<file path="src/verilog/led_dim_defines.vh">
// Constants for the LED brightness control block: register indices,
// field positions, reset values and the dimming period length.
// Assumes the includer wraps registers as one aligned 32-bit APB word each.
//
// Overview of operation
// - 12-bit duty in 11:0, control bit 12
// - duty zero keeps LED off all period
// - each duty step adds one 1/4095 on-step
// - duty all ones keeps LED fully on
// - bit 12 zero dims, one disables dimming
// - LED6 to LED9 at consecutive indices
// - all fields writable, read returns last write
// - reset clears duty and control bit
// - LED5 sits just below LED6, same layout
`ifndef LED_DIM_DEFINES_VH
`define LED_DIM_DEFINES_VH

// ================================================================
// register indices (byte address is four times the index)
`define LED5_IDX        8'h46
`define LED6_IDX        8'h47
`define LED7_IDX        8'h48
`define LED8_IDX        8'h49
`define LED9_IDX        8'h4A
`define CTRL_IDX        8'h50
`define STAT_IDX        8'h51
`define CH_COUNT        5

// ================================================================
// channel register layout
`define DUTY_MSB        11
`define DUTY_LSB        0
`define DIMOFF_BIT      12
`define CH_REG_W        13
`define CH_REG_RST      13'h0000

// ================================================================
// control and status layout
`define CTRL_RUN_BIT    0
`define CTRL_IMM_BIT    1
`define CTRL_RESTART_BIT 2
`define CTRL_RUN_RST    1'b1
`define CTRL_IMM_RST    1'b0
`define STAT_CNT_LSB    0
`define STAT_LED_LSB    16
`define STAT_RUN_BIT    24

// ================================================================
// dimming period: counter runs 0 .. 4094, 4095 steps
`define STEP_LAST       12'hFFE
`define STEP_W          12

`endif

</file>
<file path="src/verilog/led_dim_regs.v">
// LED5 to LED9 brightness control: APB slave, channel registers, shared
// dimming time base and a PWM output plus its inverse switch drive per LED.
// Assumes an APB master on pclk; all outputs come from flip-flops.
//
// The APB slave port was left to the implementer.
`timescale 1ns/100ps
`default_nettype none
`include "led_dim_defines.vh"

module led_dim_regs #(
	parameter STEP_DIV = 1
) (
	// clock and reset
	input  wire                  pclk,
	input  wire                  presetn,
	// apb slave
	input  wire                  psel,
	input  wire                  penable,
	input  wire                  pwrite,
	input  wire [11:0]           paddr,
	input  wire [31:0]           pwdata,
	output reg  [31:0]           prdata,
	output reg                   pready,
	output reg                   pslverr,
	// led drive, bit 0 is LED5
	output wire [`CH_COUNT-1:0]  led_on,
	output wire [`CH_COUNT-1:0]  switch_on,
	// time base
	output wire                  period_start
);

	localparam [9:0] CH_BASE  = {2'b00, `LED5_IDX};
	localparam [9:0] CTRL_AD  = {2'b00, `CTRL_IDX};
	localparam [9:0] STAT_AD  = {2'b00, `STAT_IDX};
	localparam integer CH_NUM = `CH_COUNT;

	wire [9:0]                      idx;
	wire [9:0]                      rel;
	wire                            aligned;
	wire                            ch_hit;
	wire                            ctrl_hit;
	wire                            stat_hit;
	wire                            hit;
	wire                            setup;
	wire                            wr_fire;
	wire [2:0]                      ch_sel;
	wire [`CH_COUNT*`CH_REG_W-1:0]  cfg_all;
	wire [`STEP_W-1:0]              step_cnt;
	reg                             run_q;
	reg                             imm_q;
	reg                             restart_q;
	reg  [31:0]                     rd_d;
	integer                         i;

	// ================================================================
	// address decode; LED5 sits one index below LED6
	assign idx      = paddr[11:2];
	assign aligned  = (paddr[1:0] == 2'b00);
	assign rel      = idx - CH_BASE;
	assign ch_hit   = aligned && (idx >= CH_BASE) &&
		({{22{1'b0}}, rel} < CH_NUM);
	assign ctrl_hit = aligned && (idx == CTRL_AD);
	assign stat_hit = aligned && (idx == STAT_AD);
	assign hit      = ch_hit || ctrl_hit || stat_hit;
	assign ch_sel   = rel[2:0];

	assign setup    = psel && !penable;
	// one fixed wait-free access: pready rises in the access cycle
	assign wr_fire  = psel && penable && pready && pwrite;

	// ================================================================
	// read mux
	always @* begin
		rd_d = 32'h00000000;
		if (ch_hit) begin
			for (i = 0; i < `CH_COUNT; i = i + 1) begin
				if (ch_sel == i[2:0]) begin
					rd_d[`CH_REG_W-1:0] = cfg_all[i*`CH_REG_W +: `CH_REG_W];
				end
			end
		end else if (ctrl_hit) begin
			rd_d[`CTRL_RUN_BIT] = run_q;
			rd_d[`CTRL_IMM_BIT] = imm_q;
		end else if (stat_hit) begin
			rd_d[`STAT_CNT_LSB +: `STEP_W]    = step_cnt;
			rd_d[`STAT_LED_LSB +: `CH_COUNT]  = led_on;
			rd_d[`STAT_RUN_BIT]               = run_q;
		end
	end

	// ================================================================
	// apb answer
	always @(posedge pclk or negedge presetn) begin
		if (!presetn) begin
			pready  <= 1'b0;
			pslverr <= 1'b0;
			prdata  <= 32'h00000000;
		end else if (setup) begin
			pready  <= 1'b1;
			pslverr <= !hit;
			prdata  <= pwrite ? 32'h00000000 : rd_d;
		end else begin
			pready  <= 1'b0;
			pslverr <= 1'b0;
			prdata  <= 32'h00000000;
		end
	end

	// ================================================================
	// control register; restart is a write-one pulse
	always @(posedge pclk or negedge presetn) begin
		if (!presetn) begin
			run_q     <= `CTRL_RUN_RST;
			imm_q     <= `CTRL_IMM_RST;
			restart_q <= 1'b0;
		end else if (wr_fire && ctrl_hit) begin
			run_q     <= pwdata[`CTRL_RUN_BIT];
			imm_q     <= pwdata[`CTRL_IMM_BIT];
			restart_q <= pwdata[`CTRL_RESTART_BIT];
		end else begin
			restart_q <= 1'b0;
		end
	end

	// ================================================================
	// time base and channels
	dim_timebase #(
		.STEP_DIV       (STEP_DIV)
	) u_timebase (
		.pclk           (pclk),
		.presetn        (presetn),
		.run            (run_q),
		.restart        (restart_q),
		.step_cnt_q     (step_cnt),
		.period_start_q (period_start)
	);

	genvar g;
	generate
		for (g = 0; g < `CH_COUNT; g = g + 1) begin : g_ch
			dim_channel u_ch (
				.pclk         (pclk),
				.presetn      (presetn),
				.wr_en        (wr_fire && ch_hit && (ch_sel == g)),
				.wr_data      (pwdata[`CH_REG_W-1:0]),
				.load_now     (imm_q),
				.period_start (period_start),
				.step_cnt     (step_cnt),
				.cfg_q        (cfg_all[g*`CH_REG_W +: `CH_REG_W]),
				.led_q        (led_on[g]),
				.switch_q     (switch_on[g])
			);
		end
	endgenerate

endmodule // led_dim_regs

`default_nettype wire

</file>
<file path="src/verilog/dim_timebase.v">
// Shared dimming time base: a step divider and the period step counter.
// Assumes a single clock; the step rate is an enable pulse from the divider.
`timescale 1ns/100ps
`default_nettype none
`include "led_dim_defines.vh"

module dim_timebase #(
	parameter STEP_DIV = 1
) (
	// clock and reset
	input  wire                 pclk,
	input  wire                 presetn,
	// control
	input  wire                 run,
	input  wire                 restart,
	// time base out
	output reg  [`STEP_W-1:0]   step_cnt_q,
	output reg                  period_start_q
);

	localparam DIV_W = 16;
	// kept as an integer so the compare below is 32 bits on both sides
	localparam integer DIV_LAST = STEP_DIV - 1;

	reg  [DIV_W-1:0] div_q;
	wire             step_en;

	// ================================================================
	// step divider
	assign step_en = run && ({{(32-DIV_W){1'b0}}, div_q} == DIV_LAST);

	always @(posedge pclk or negedge presetn) begin
		if (!presetn) begin
			div_q <= {DIV_W{1'b0}};
		end else if (restart || !run || step_en) begin
			div_q <= {DIV_W{1'b0}};
		end else begin
			div_q <= div_q + 1'b1;
		end
	end

	// ================================================================
	// period counter, 4095 steps per period
	always @(posedge pclk or negedge presetn) begin
		if (!presetn) begin
			step_cnt_q     <= {`STEP_W{1'b0}};
			period_start_q <= 1'b1;
		end else if (restart) begin
			step_cnt_q     <= {`STEP_W{1'b0}};
			period_start_q <= 1'b1;
		end else if (step_en) begin
			if (step_cnt_q == `STEP_LAST) begin
				step_cnt_q     <= {`STEP_W{1'b0}};
				period_start_q <= 1'b1;
			end else begin
				step_cnt_q     <= step_cnt_q + 1'b1;
				period_start_q <= 1'b0;
			end
		end else begin
			period_start_q <= 1'b0;
		end
	end

endmodule // dim_timebase

`default_nettype wire

</file>
<file path="src/verilog/dim_channel.v">
// One LED channel: its control register, the active compare value and
// the registered PWM output. Assumes the shared counter from dim_timebase.
`timescale 1ns/100ps
`default_nettype none
`include "led_dim_defines.vh"

module dim_channel (
	// clock and reset
	input  wire                  pclk,
	input  wire                  presetn,
	// register write
	input  wire                  wr_en,
	input  wire [`CH_REG_W-1:0]  wr_data,
	// time base
	input  wire                  load_now,
	input  wire                  period_start,
	input  wire [`STEP_W-1:0]    step_cnt,
	// outputs
	output reg  [`CH_REG_W-1:0]  cfg_q,
	output reg                   led_q,
	output reg                   switch_q
);

	reg  [`CH_REG_W-1:0] active_q;
	wire [`STEP_W-1:0]   duty;
	wire                 dim_off;
	reg                  led_d;

	// ================================================================
	// software register
	always @(posedge pclk or negedge presetn) begin
		if (!presetn) begin
			cfg_q <= `CH_REG_RST;
		end else if (wr_en) begin
			cfg_q <= wr_data;
		end
	end

	// new settings take over after the first clock of step 0 of a period, so that
	// clock still sees the old compare value, unless immediate loading is chosen
	always @(posedge pclk or negedge presetn) begin
		if (!presetn) begin
			active_q <= `CH_REG_RST;
		end else if (period_start || load_now) begin
			active_q <= cfg_q;
		end
	end

	assign duty    = active_q[`DUTY_MSB:`DUTY_LSB];
	assign dim_off = active_q[`DIMOFF_BIT];

	// ================================================================
	// compare; counter tops at 4094 so all ones is on every step
	always @* begin
		led_d = 1'b0;
		if (dim_off) begin
			led_d = (duty != {`STEP_W{1'b0}});
		end else begin
			led_d = (step_cnt < duty);
		end
	end

	// the bypass switch shorts the LED, so it is the inverse
	always @(posedge pclk or negedge presetn) begin
		if (!presetn) begin
			led_q    <= 1'b0;
			switch_q <= 1'b1;
		end else begin
			led_q    <= led_d;
			switch_q <= ~led_d;
		end
	end

endmodule // dim_channel

`default_nettype wire

</file>
<file path="config.mk">
export PLATFORM = sky130hd
export DESIGN_NAME = led_dim_regs
export DESIGN_NICKNAME = d
export VERILOG_FILES = /design/src/verilog/led_dim_regs.v /design/src/verilog/dim_timebase.v /design/src/verilog/dim_channel.v
export VERILOG_INCLUDE_DIRS = /design/src /design/src/verilog
export SDC_FILE = /design/constraint.sdc
export NUM_CORES = 1
export LEC_CHECK = 0
export CAP_MARGIN = 25
export CORE_MARGIN = 2
export CORE_UTILIZATION = 40
export DETAILED_ROUTE_END_ITERATION = 8
export DONT_BUFFER_PORTS = 1
export GPL_TIMING_DRIVEN = 0
export PLACE_DENSITY = 0.57
export SETUP_SLACK_MARGIN = 0.4
export SLEW_MARGIN = 15
export SYNTH_ARGS = -nofsm -noshare
export SYNTH_HDL_FRONTEND = slang
export SYNTH_HIERARCHICAL = 1
export SYNTH_SLANG_ARGS = --single-unit
</file>
<file path="constraint.sdc">
create_clock -name pclk -period 1.9 [get_ports pclk]
set_clock_uncertainty 0.05 [all_clocks]
set_input_delay 0.285 -clock pclk [delete_from_list [all_inputs] [get_ports pclk]]
set_output_delay 0.285 -clock pclk [all_outputs]
set_load 0.02 [all_outputs]
</file>
Word-level counts from Yosys, hierarchy flattened:

Cells that the tools add are included.

* input bits: 49
* latch bits: 0
* output and inout bits: 45
* register bits after elaboration: 206
* RAM bits: 0
* bits in read-only memories: 0
* memories: 0

* $mul: 0
* div/mod/pow operators: 0
* add/subtract/negate cells: 3
* eq/ne operators: 7
* bitwise gates (word level): 5
* multiplexer cells: 33
* shift operators: 0
* reductions and logical operators: 33
* $lt $le $gt $ge: 7

Operators with widths (number)
* $mux 13: 5
* $lt 12x12->1: 5
* $mux 12: 5
* $reduce_bool 12->1: 5
* $mux 25: 2
* $eq 10x7->1 const B: 2
* $add 16x1->16 const B: 1
* $logic_and 1x1->1: 16
* $logic_not 16->1: 1
* $mux 16: 1
* $mux 1: 15
* $mux 5: 3
* $add 12x1->12 const B: 1
* $eq 12x12->1 const B: 1
* $ge 10x7->1 const B: 1
* $lt 10x3->1 const B: 1
* $mux 10: 1
* $sub 10x7->10 const B: 1
* $eq 3x2->1 const B: 2
* $logic_or 1x1->1: 5
* $not 1->1: 5
* $eq 3x1->1 const B: 1
* $eq 3x3->1 const B: 1
* $logic_not 1->1: 3
* other kinds (4): 4

Longest topological paths before layout:

* depth in word-level cells: 10
* gate-level depth with buffers: 8
* depth with buffers taken out: 7

Hierarchy:

The synthesis kept the hierarchy.

By module, submodules not included
* dim_channel: seq. area each 701.9 µm², instances 5, cells each 102, area each 1326.3 µm²
* led_dim_regs: seq. area each 601.8 µm², instances 1, cells each 161, area each 1712.9 µm²
* dim_timebase: seq. area each 726.9 µm², instances 1, cells each 167, area each 1625.3 µm²

Worst setup path after synthesis:

No wires, ideal clock.

* path type: input to register
* start: input paddr[3]
* end: register g_ch[4].u_ch.cfg_q[10]
* arrival time: 2383 ps
* slack: -658 ps
* setup time: 125 ps
* cell stages on the path: 7
* cells stage by stage: ha_1 > clkbuf_1 > a21oi_1 > nand3_1 > nor4_1 > buf_2 > mux2_2

* longest elaborated chain between the ends: 5

RTL lines
* start, declared: RTL line led_dim_regs.v:20 `input wire [11:0] paddr,`
* $sub 10x7->10 / $ge 10x7->1 (equally long branches): RTL line led_dim_regs.v:59, led_dim_regs.v:60
* $lt 10x3->1 / $logic_and 1x1->1 (equally long branches): RTL line led_dim_regs.v:61, led_dim_regs.v:60
* $logic_and 1x1->1: RTL line led_dim_regs.v:60 `assign ch_hit = aligned && (idx >= CH_BASE) &&`
* $logic_and 1x1->1: RTL line led_dim_regs.v:144 `.wr_en (wr_fire && ch_hit && (ch_sel == g)),`
* $logic_and 1x1->1 (*): RTL line led_dim_regs.v:144
* end signal, assigned: RTL line dim_channel.v:33 `` cfg_q <= `CH_REG_RST; ``
* end signal, assigned: RTL line dim_channel.v:35 `cfg_q <= wr_data;`
* end, declared: RTL line dim_channel.v:19 `` output reg [`CH_REG_W-1:0] cfg_q, ``

Every way passes the cells marked *; elsewhere a longest branch is shown, timed or not.
A chain may end at the register's enable or synchronous reset.

Worst setup path after layout:

* start: register pready
* end: register g_ch[3].u_ch.cfg_q[11]

* longest elaborated chain between the ends: 4

RTL lines
* start, declared: RTL line led_dim_regs.v:23 `output reg pready,`
* start signal, assigned: RTL line led_dim_regs.v:95 `pready <= 1'b0;`
* start signal, assigned: RTL line led_dim_regs.v:99 `pready <= 1'b1;`
* start signal, assigned: RTL line led_dim_regs.v:103 `pready <= 1'b0;`
* $logic_and 1x1->1 (2 in a row): RTL line led_dim_regs.v:69 `assign wr_fire = psel && penable && pready && pwrite;`
* $logic_and 1x1->1 (2 in a row): RTL line led_dim_regs.v:144
* end signal, assigned: RTL line dim_channel.v:33
* end signal, assigned: RTL line dim_channel.v:35
* end, declared: RTL line dim_channel.v:19

No other way between the ends.

==> impl_metrics.csv <==
group,metric,value,unit
routing,antenna_left,0,
pwr,irDropWorstVdd,0.422,mV
synthesis,synth_area,9970,µm²
pwr,powerDensity,590,nW/µm²
timing,finalSetupViolCount,23,
global_route,antenna_found_initial,0,
synthesis,synth_area_per_cell,11.9,µm²
synthesis,synthAdderAreaFrac,7.53,%
floorplanning,start_util,40.9,%
placed_design,dp_hpwl,17.7,mm
synthesis,yosysTopAreaCellShare,46.7,%
job,cap_violations,0,
routing,routed_wl,27.6,mm
placed_design,portBuffers,0,
synthesis,seq_area_frac_synth,48.5,%
routing,drcViolationCount,0,
synthesis,ys_top_cells_by_area,"dfrtp_1, mux2_2, ha_1",
setup_path,critical_path_class,"flop to flop",
timing,fin_setup_tns,-0.955,ns
synthesis,synth_cells,838,
synthesis,ys_ff_latch,193,
routing,first_pass_iters,4,
synthesis,synth_xor_area_share,1.05,%
cells_and_area,fin_cells,1289,
worst_hold_path,min_path_type,"input port to async pin",
setup_path,slowest_stage,"dfrtp_2",
floorplanning,die_x,162,µm
timing,hold_slack,-0.520,ns
clocking,cts_tree,"yes",
timing,clock.fmax,0.501,GHz
timing,slew_headroom,54.8,%
setup_path,slowest_delay,0.42,ns
placed_design,gp_congestion,0.805,
clocking,cts_inserted_buffers,17,
floorplanning,dieArea,26200,µm²
synthesis,synth_simple_gate_area_share,10.5,%
synthesis,synthDistinctLibCells,63,
setup_path,cp_max_fo,5,
status,status,"finished, violations left",
synthesis,ys_warn_count,6,
setup_path,cp-start-kind,"flop",
global_route,grt_pass1_wl,42.9,mm
timing,worst_slew_pin_slew,0.677,ns
routing,vias,7033,
setup_path,crit_required,2.17,ns
synthesis,synth_top_family_by_area,"multiplexers",
cells_and_area,drive_gt1_share,45.5,%
status,violations,"hold timing, setup timing",
clocking,worstSkewPairLatency,0.44,ns
synthesis,synth-edff-count,0,
routing,routed_via_density,5.46,
synthesis,synthMuxAreaShare,18.1,%
clocking,root_buffer,"clkbuf_16",
global_route,overflow,0,
cells_and_area,post-route-util,54.8,%
routing,routedWlPerCell,21.4,µm
floorplanning,core-area,24400,µm²
setup_path,cp_cell_sequence,"nand4_1 > nor2_1 > nand4_1 > buf_6 > nor3b_4 > buf_6 > buf_8 > mux2_4",
clocking,clock_path_buffers,2,
floorplanning,fp-row-count,57,
global_route,grt_max_degree,194,
synthesis,synth-compound-area-share,9.01,%
floorplanning,fp.dieH,162,µm
timing,final-hold-violation-count,193,
cells_and_area,num_antenna_cells,0,
cells_and_area,fillers,2035,
clocking,cts_hold_buf,16,
placed_design,placed_cells,1174,
synthesis,yosysTopAreaCell,"dfrtp_1",
placed_design,dp_slack,-0.687,ns
timing,setup_ws,-0.0943,ns
timing,period_share,105,%
synthesis,postSynth.topFlopCell,"dfrtp_1",
timing,slew_viol_final,0,
floorplanning,num_io_pins,94,
cells_and_area,syn_to_final_growth,34.0,%
setup_path,worstSetupEndpointType,"flop",
pwr,cellLeakagePower,5.88,nW
clocking,htree_levels,4,
synthesis,async_flop_share,100,%
timing,period_needed,1.99,ns
cells_and_area,layout.nets,1061,
global_route,gr-usage-all-layers,21.7,%
clocking,path_clk_slew,0.08,ns
global_route,grt_pass1_vias,7237,
routing,drt-initial-drc-count,435,
setup_path,crit_arrival,2.26,ns
clocking,clock_sinks,193,
timing,rsz0062_at_grt,"yes",
## cell families after synthesis
family | Yosys count
multiplexers | 158
flip-flops | 193
XOR/XNOR | 12
other | 1
adder cells (fa/ha/maj) | 60
buffers and inverters | 112
AND/OR/NAND/NOR | 171
AO/OA/AOI/OAI | 131
## state kept, by name (all words and copies together) (netlist names)
register	cells
u_timebase/step_cnt_q	12
pready	1
pslverr	1
g_ch.u_ch/cfg_q	65
g_ch.u_ch/led_q	5
prdata	19
imm_q	1
restart_q	1
run_q	1
g_ch.u_ch/active_q	65
u_timebase/period_start_q	1
u_timebase/div_q	16
g_ch.u_ch/switch_q	5
## repair_timing
item	4_1_cts	5_1_grt
gates resized for setup	189	46
hold endpoints to repair	263	193
setup buffers	50	12
cloned	4	1
setup endpoints to repair	166	159
pin swaps	34	45
## through the flow
stage	total power [W]	area, µm²
after floorplan	0.00436	10700
after global placement	0.00439	11100
after detailed placement	0.00439	11100
after CTS	0.00797	13100
after global routing	0.00817	13400
final	0.00788	13400
## layout make-up
| class | instances | area [µm²] | share of cell area [%] |
|---|---|---|---|
| well taps | 324 | 405 | 3.03 |
| clock inverters | 15 | 143 | 1.07 |
| repair buffers | 83 | 897 | 6.72 |
| inverters | 70 | 268 | 2.00 |
| plain buffers | 42 | 459 | 3.44 |
| multi-input cells | 545 | 5870 | 43.9 |
| flip-flops and latches | 193 | 4890 | 36.6 |
| clock buffers | 17 | 425 | 3.18 |
## Yosys cell counts (3+ instances only)
master,n
a21oi_1,33
a22o_1,15
a22oi_1,17
and2_1,8
and3_1,5
and4_1,6
buf_2,12
buf_4,20
clkbuf_1,7
dfrtp_1,186
dfstp_2,7
ha_1,60
inv_1,70
mux2_2,140
mux2i_1,13
nand2_1,22
nand2b_1,5
nand3_1,18
nand4_1,12
nand4_2,6
nor2_1,39
nor2b_1,8
nor3_1,7
nor4_1,17
o2111ai_1,5
o21ai_0,23
o22ai_1,13
o311a_1,5
o41ai_1,3
or3_1,3
xnor2_1,3
xor2_1,9
## layer usage
layer | GRT usage, % | share of wire, % | up-vias
met1 | 29.6 | 46 | 3616
met5 | 0 | 0 | -
met4 | 5.47 | 1.7 | 0
met2 | 36.0 | 49 | 123
li1 | - | - | 3268
met3 | 3.80 | 3.1 | 26
## cells in the final DEF, fill, tap and decap left out, types with 5 or more instances in the layout
cell type | Yosys | routed
buf_6 | 1 | 34
buf_8 | 0 | 6
a22oi_1 | 17 | 11
a22oi_2 | 0 | 6
dfrtp_1 | 186 | 166
nor2_4 | 0 | 24
ha_4 | 0 | 26
mux2_4 | 2 | 76
dfrtp_2 | 0 | 11
nor2_2 | 0 | 5
a22o_1 | 15 | 15
nand4_4 | 0 | 6
xor2_1 | 9 | 9
nor4_1 | 17 | 15
dfstp_2 | 7 | 6
conb_1 | 1 | 13
dlygate4sd3_1 | 0 | 16
mux2_2 | 140 | 66
ha_1 | 60 | 32
o22ai_1 | 13 | 13
nor2b_1 | 8 | 8
dfrtp_4 | 0 | 9
o21ai_0 | 23 | 15
nor3_1 | 7 | 6
o2111ai_2 | 0 | 5
a21oi_2 | 0 | 12
nand2_1 | 22 | 21
inv_1 | 70 | 68
nand4_1 | 12 | 12
mux2i_1 | 13 | 13
nor2_1 | 39 | 10
o311a_1 | 5 | 5
buf_12 | 0 | 13
buf_4 | 20 | 43
nand3_1 | 18 | 16
a21oi_1 | 33 | 20
inv_6 | 0 | 7
clkbuf_16 | 0 | 19
and2_1 | 8 | 8
## where the power goes
| group | internal, W | switching, W | leakage (nW) |
|---|---|---|---|
| sequential | 0.00411 | 0.00000465 | 2.64 |
| combinational | 0.000109 | 0.000156 | 2.98 |
| clock | 0.00174 | 0.00177 | 0.267 |
## critical path, delay by kind of cell (launching register included)
family | cells | cell delay (ns)
buf+inv | 3 | 0.47
flops | 1 | 0.42
mux | 1 | 0.30
simple gates | 4 | 0.64
## path summary, 6_finish.rpt
check | slack, ns | startpoint | depth (start not counted) | end
min in group pclk | 0.02 | penable | 2 | pslverr
max in group asynchronous | 1.76 | presetn | 0 | pready
min reg2reg | 0.48 | g_ch[4].u_ch/active_q[12] | 1 | g_ch[4].u_ch/switch_q
max reg2reg | -0.09 | pready | 8 | g_ch[3].u_ch/cfg_q[11]
min | -0.52 | presetn | 0 | u_timebase/div_q[9]
max | -0.09 | pready | 8 | g_ch[3].u_ch/cfg_q[11]
No activity file was read; power rests on OpenSTA's default activity.
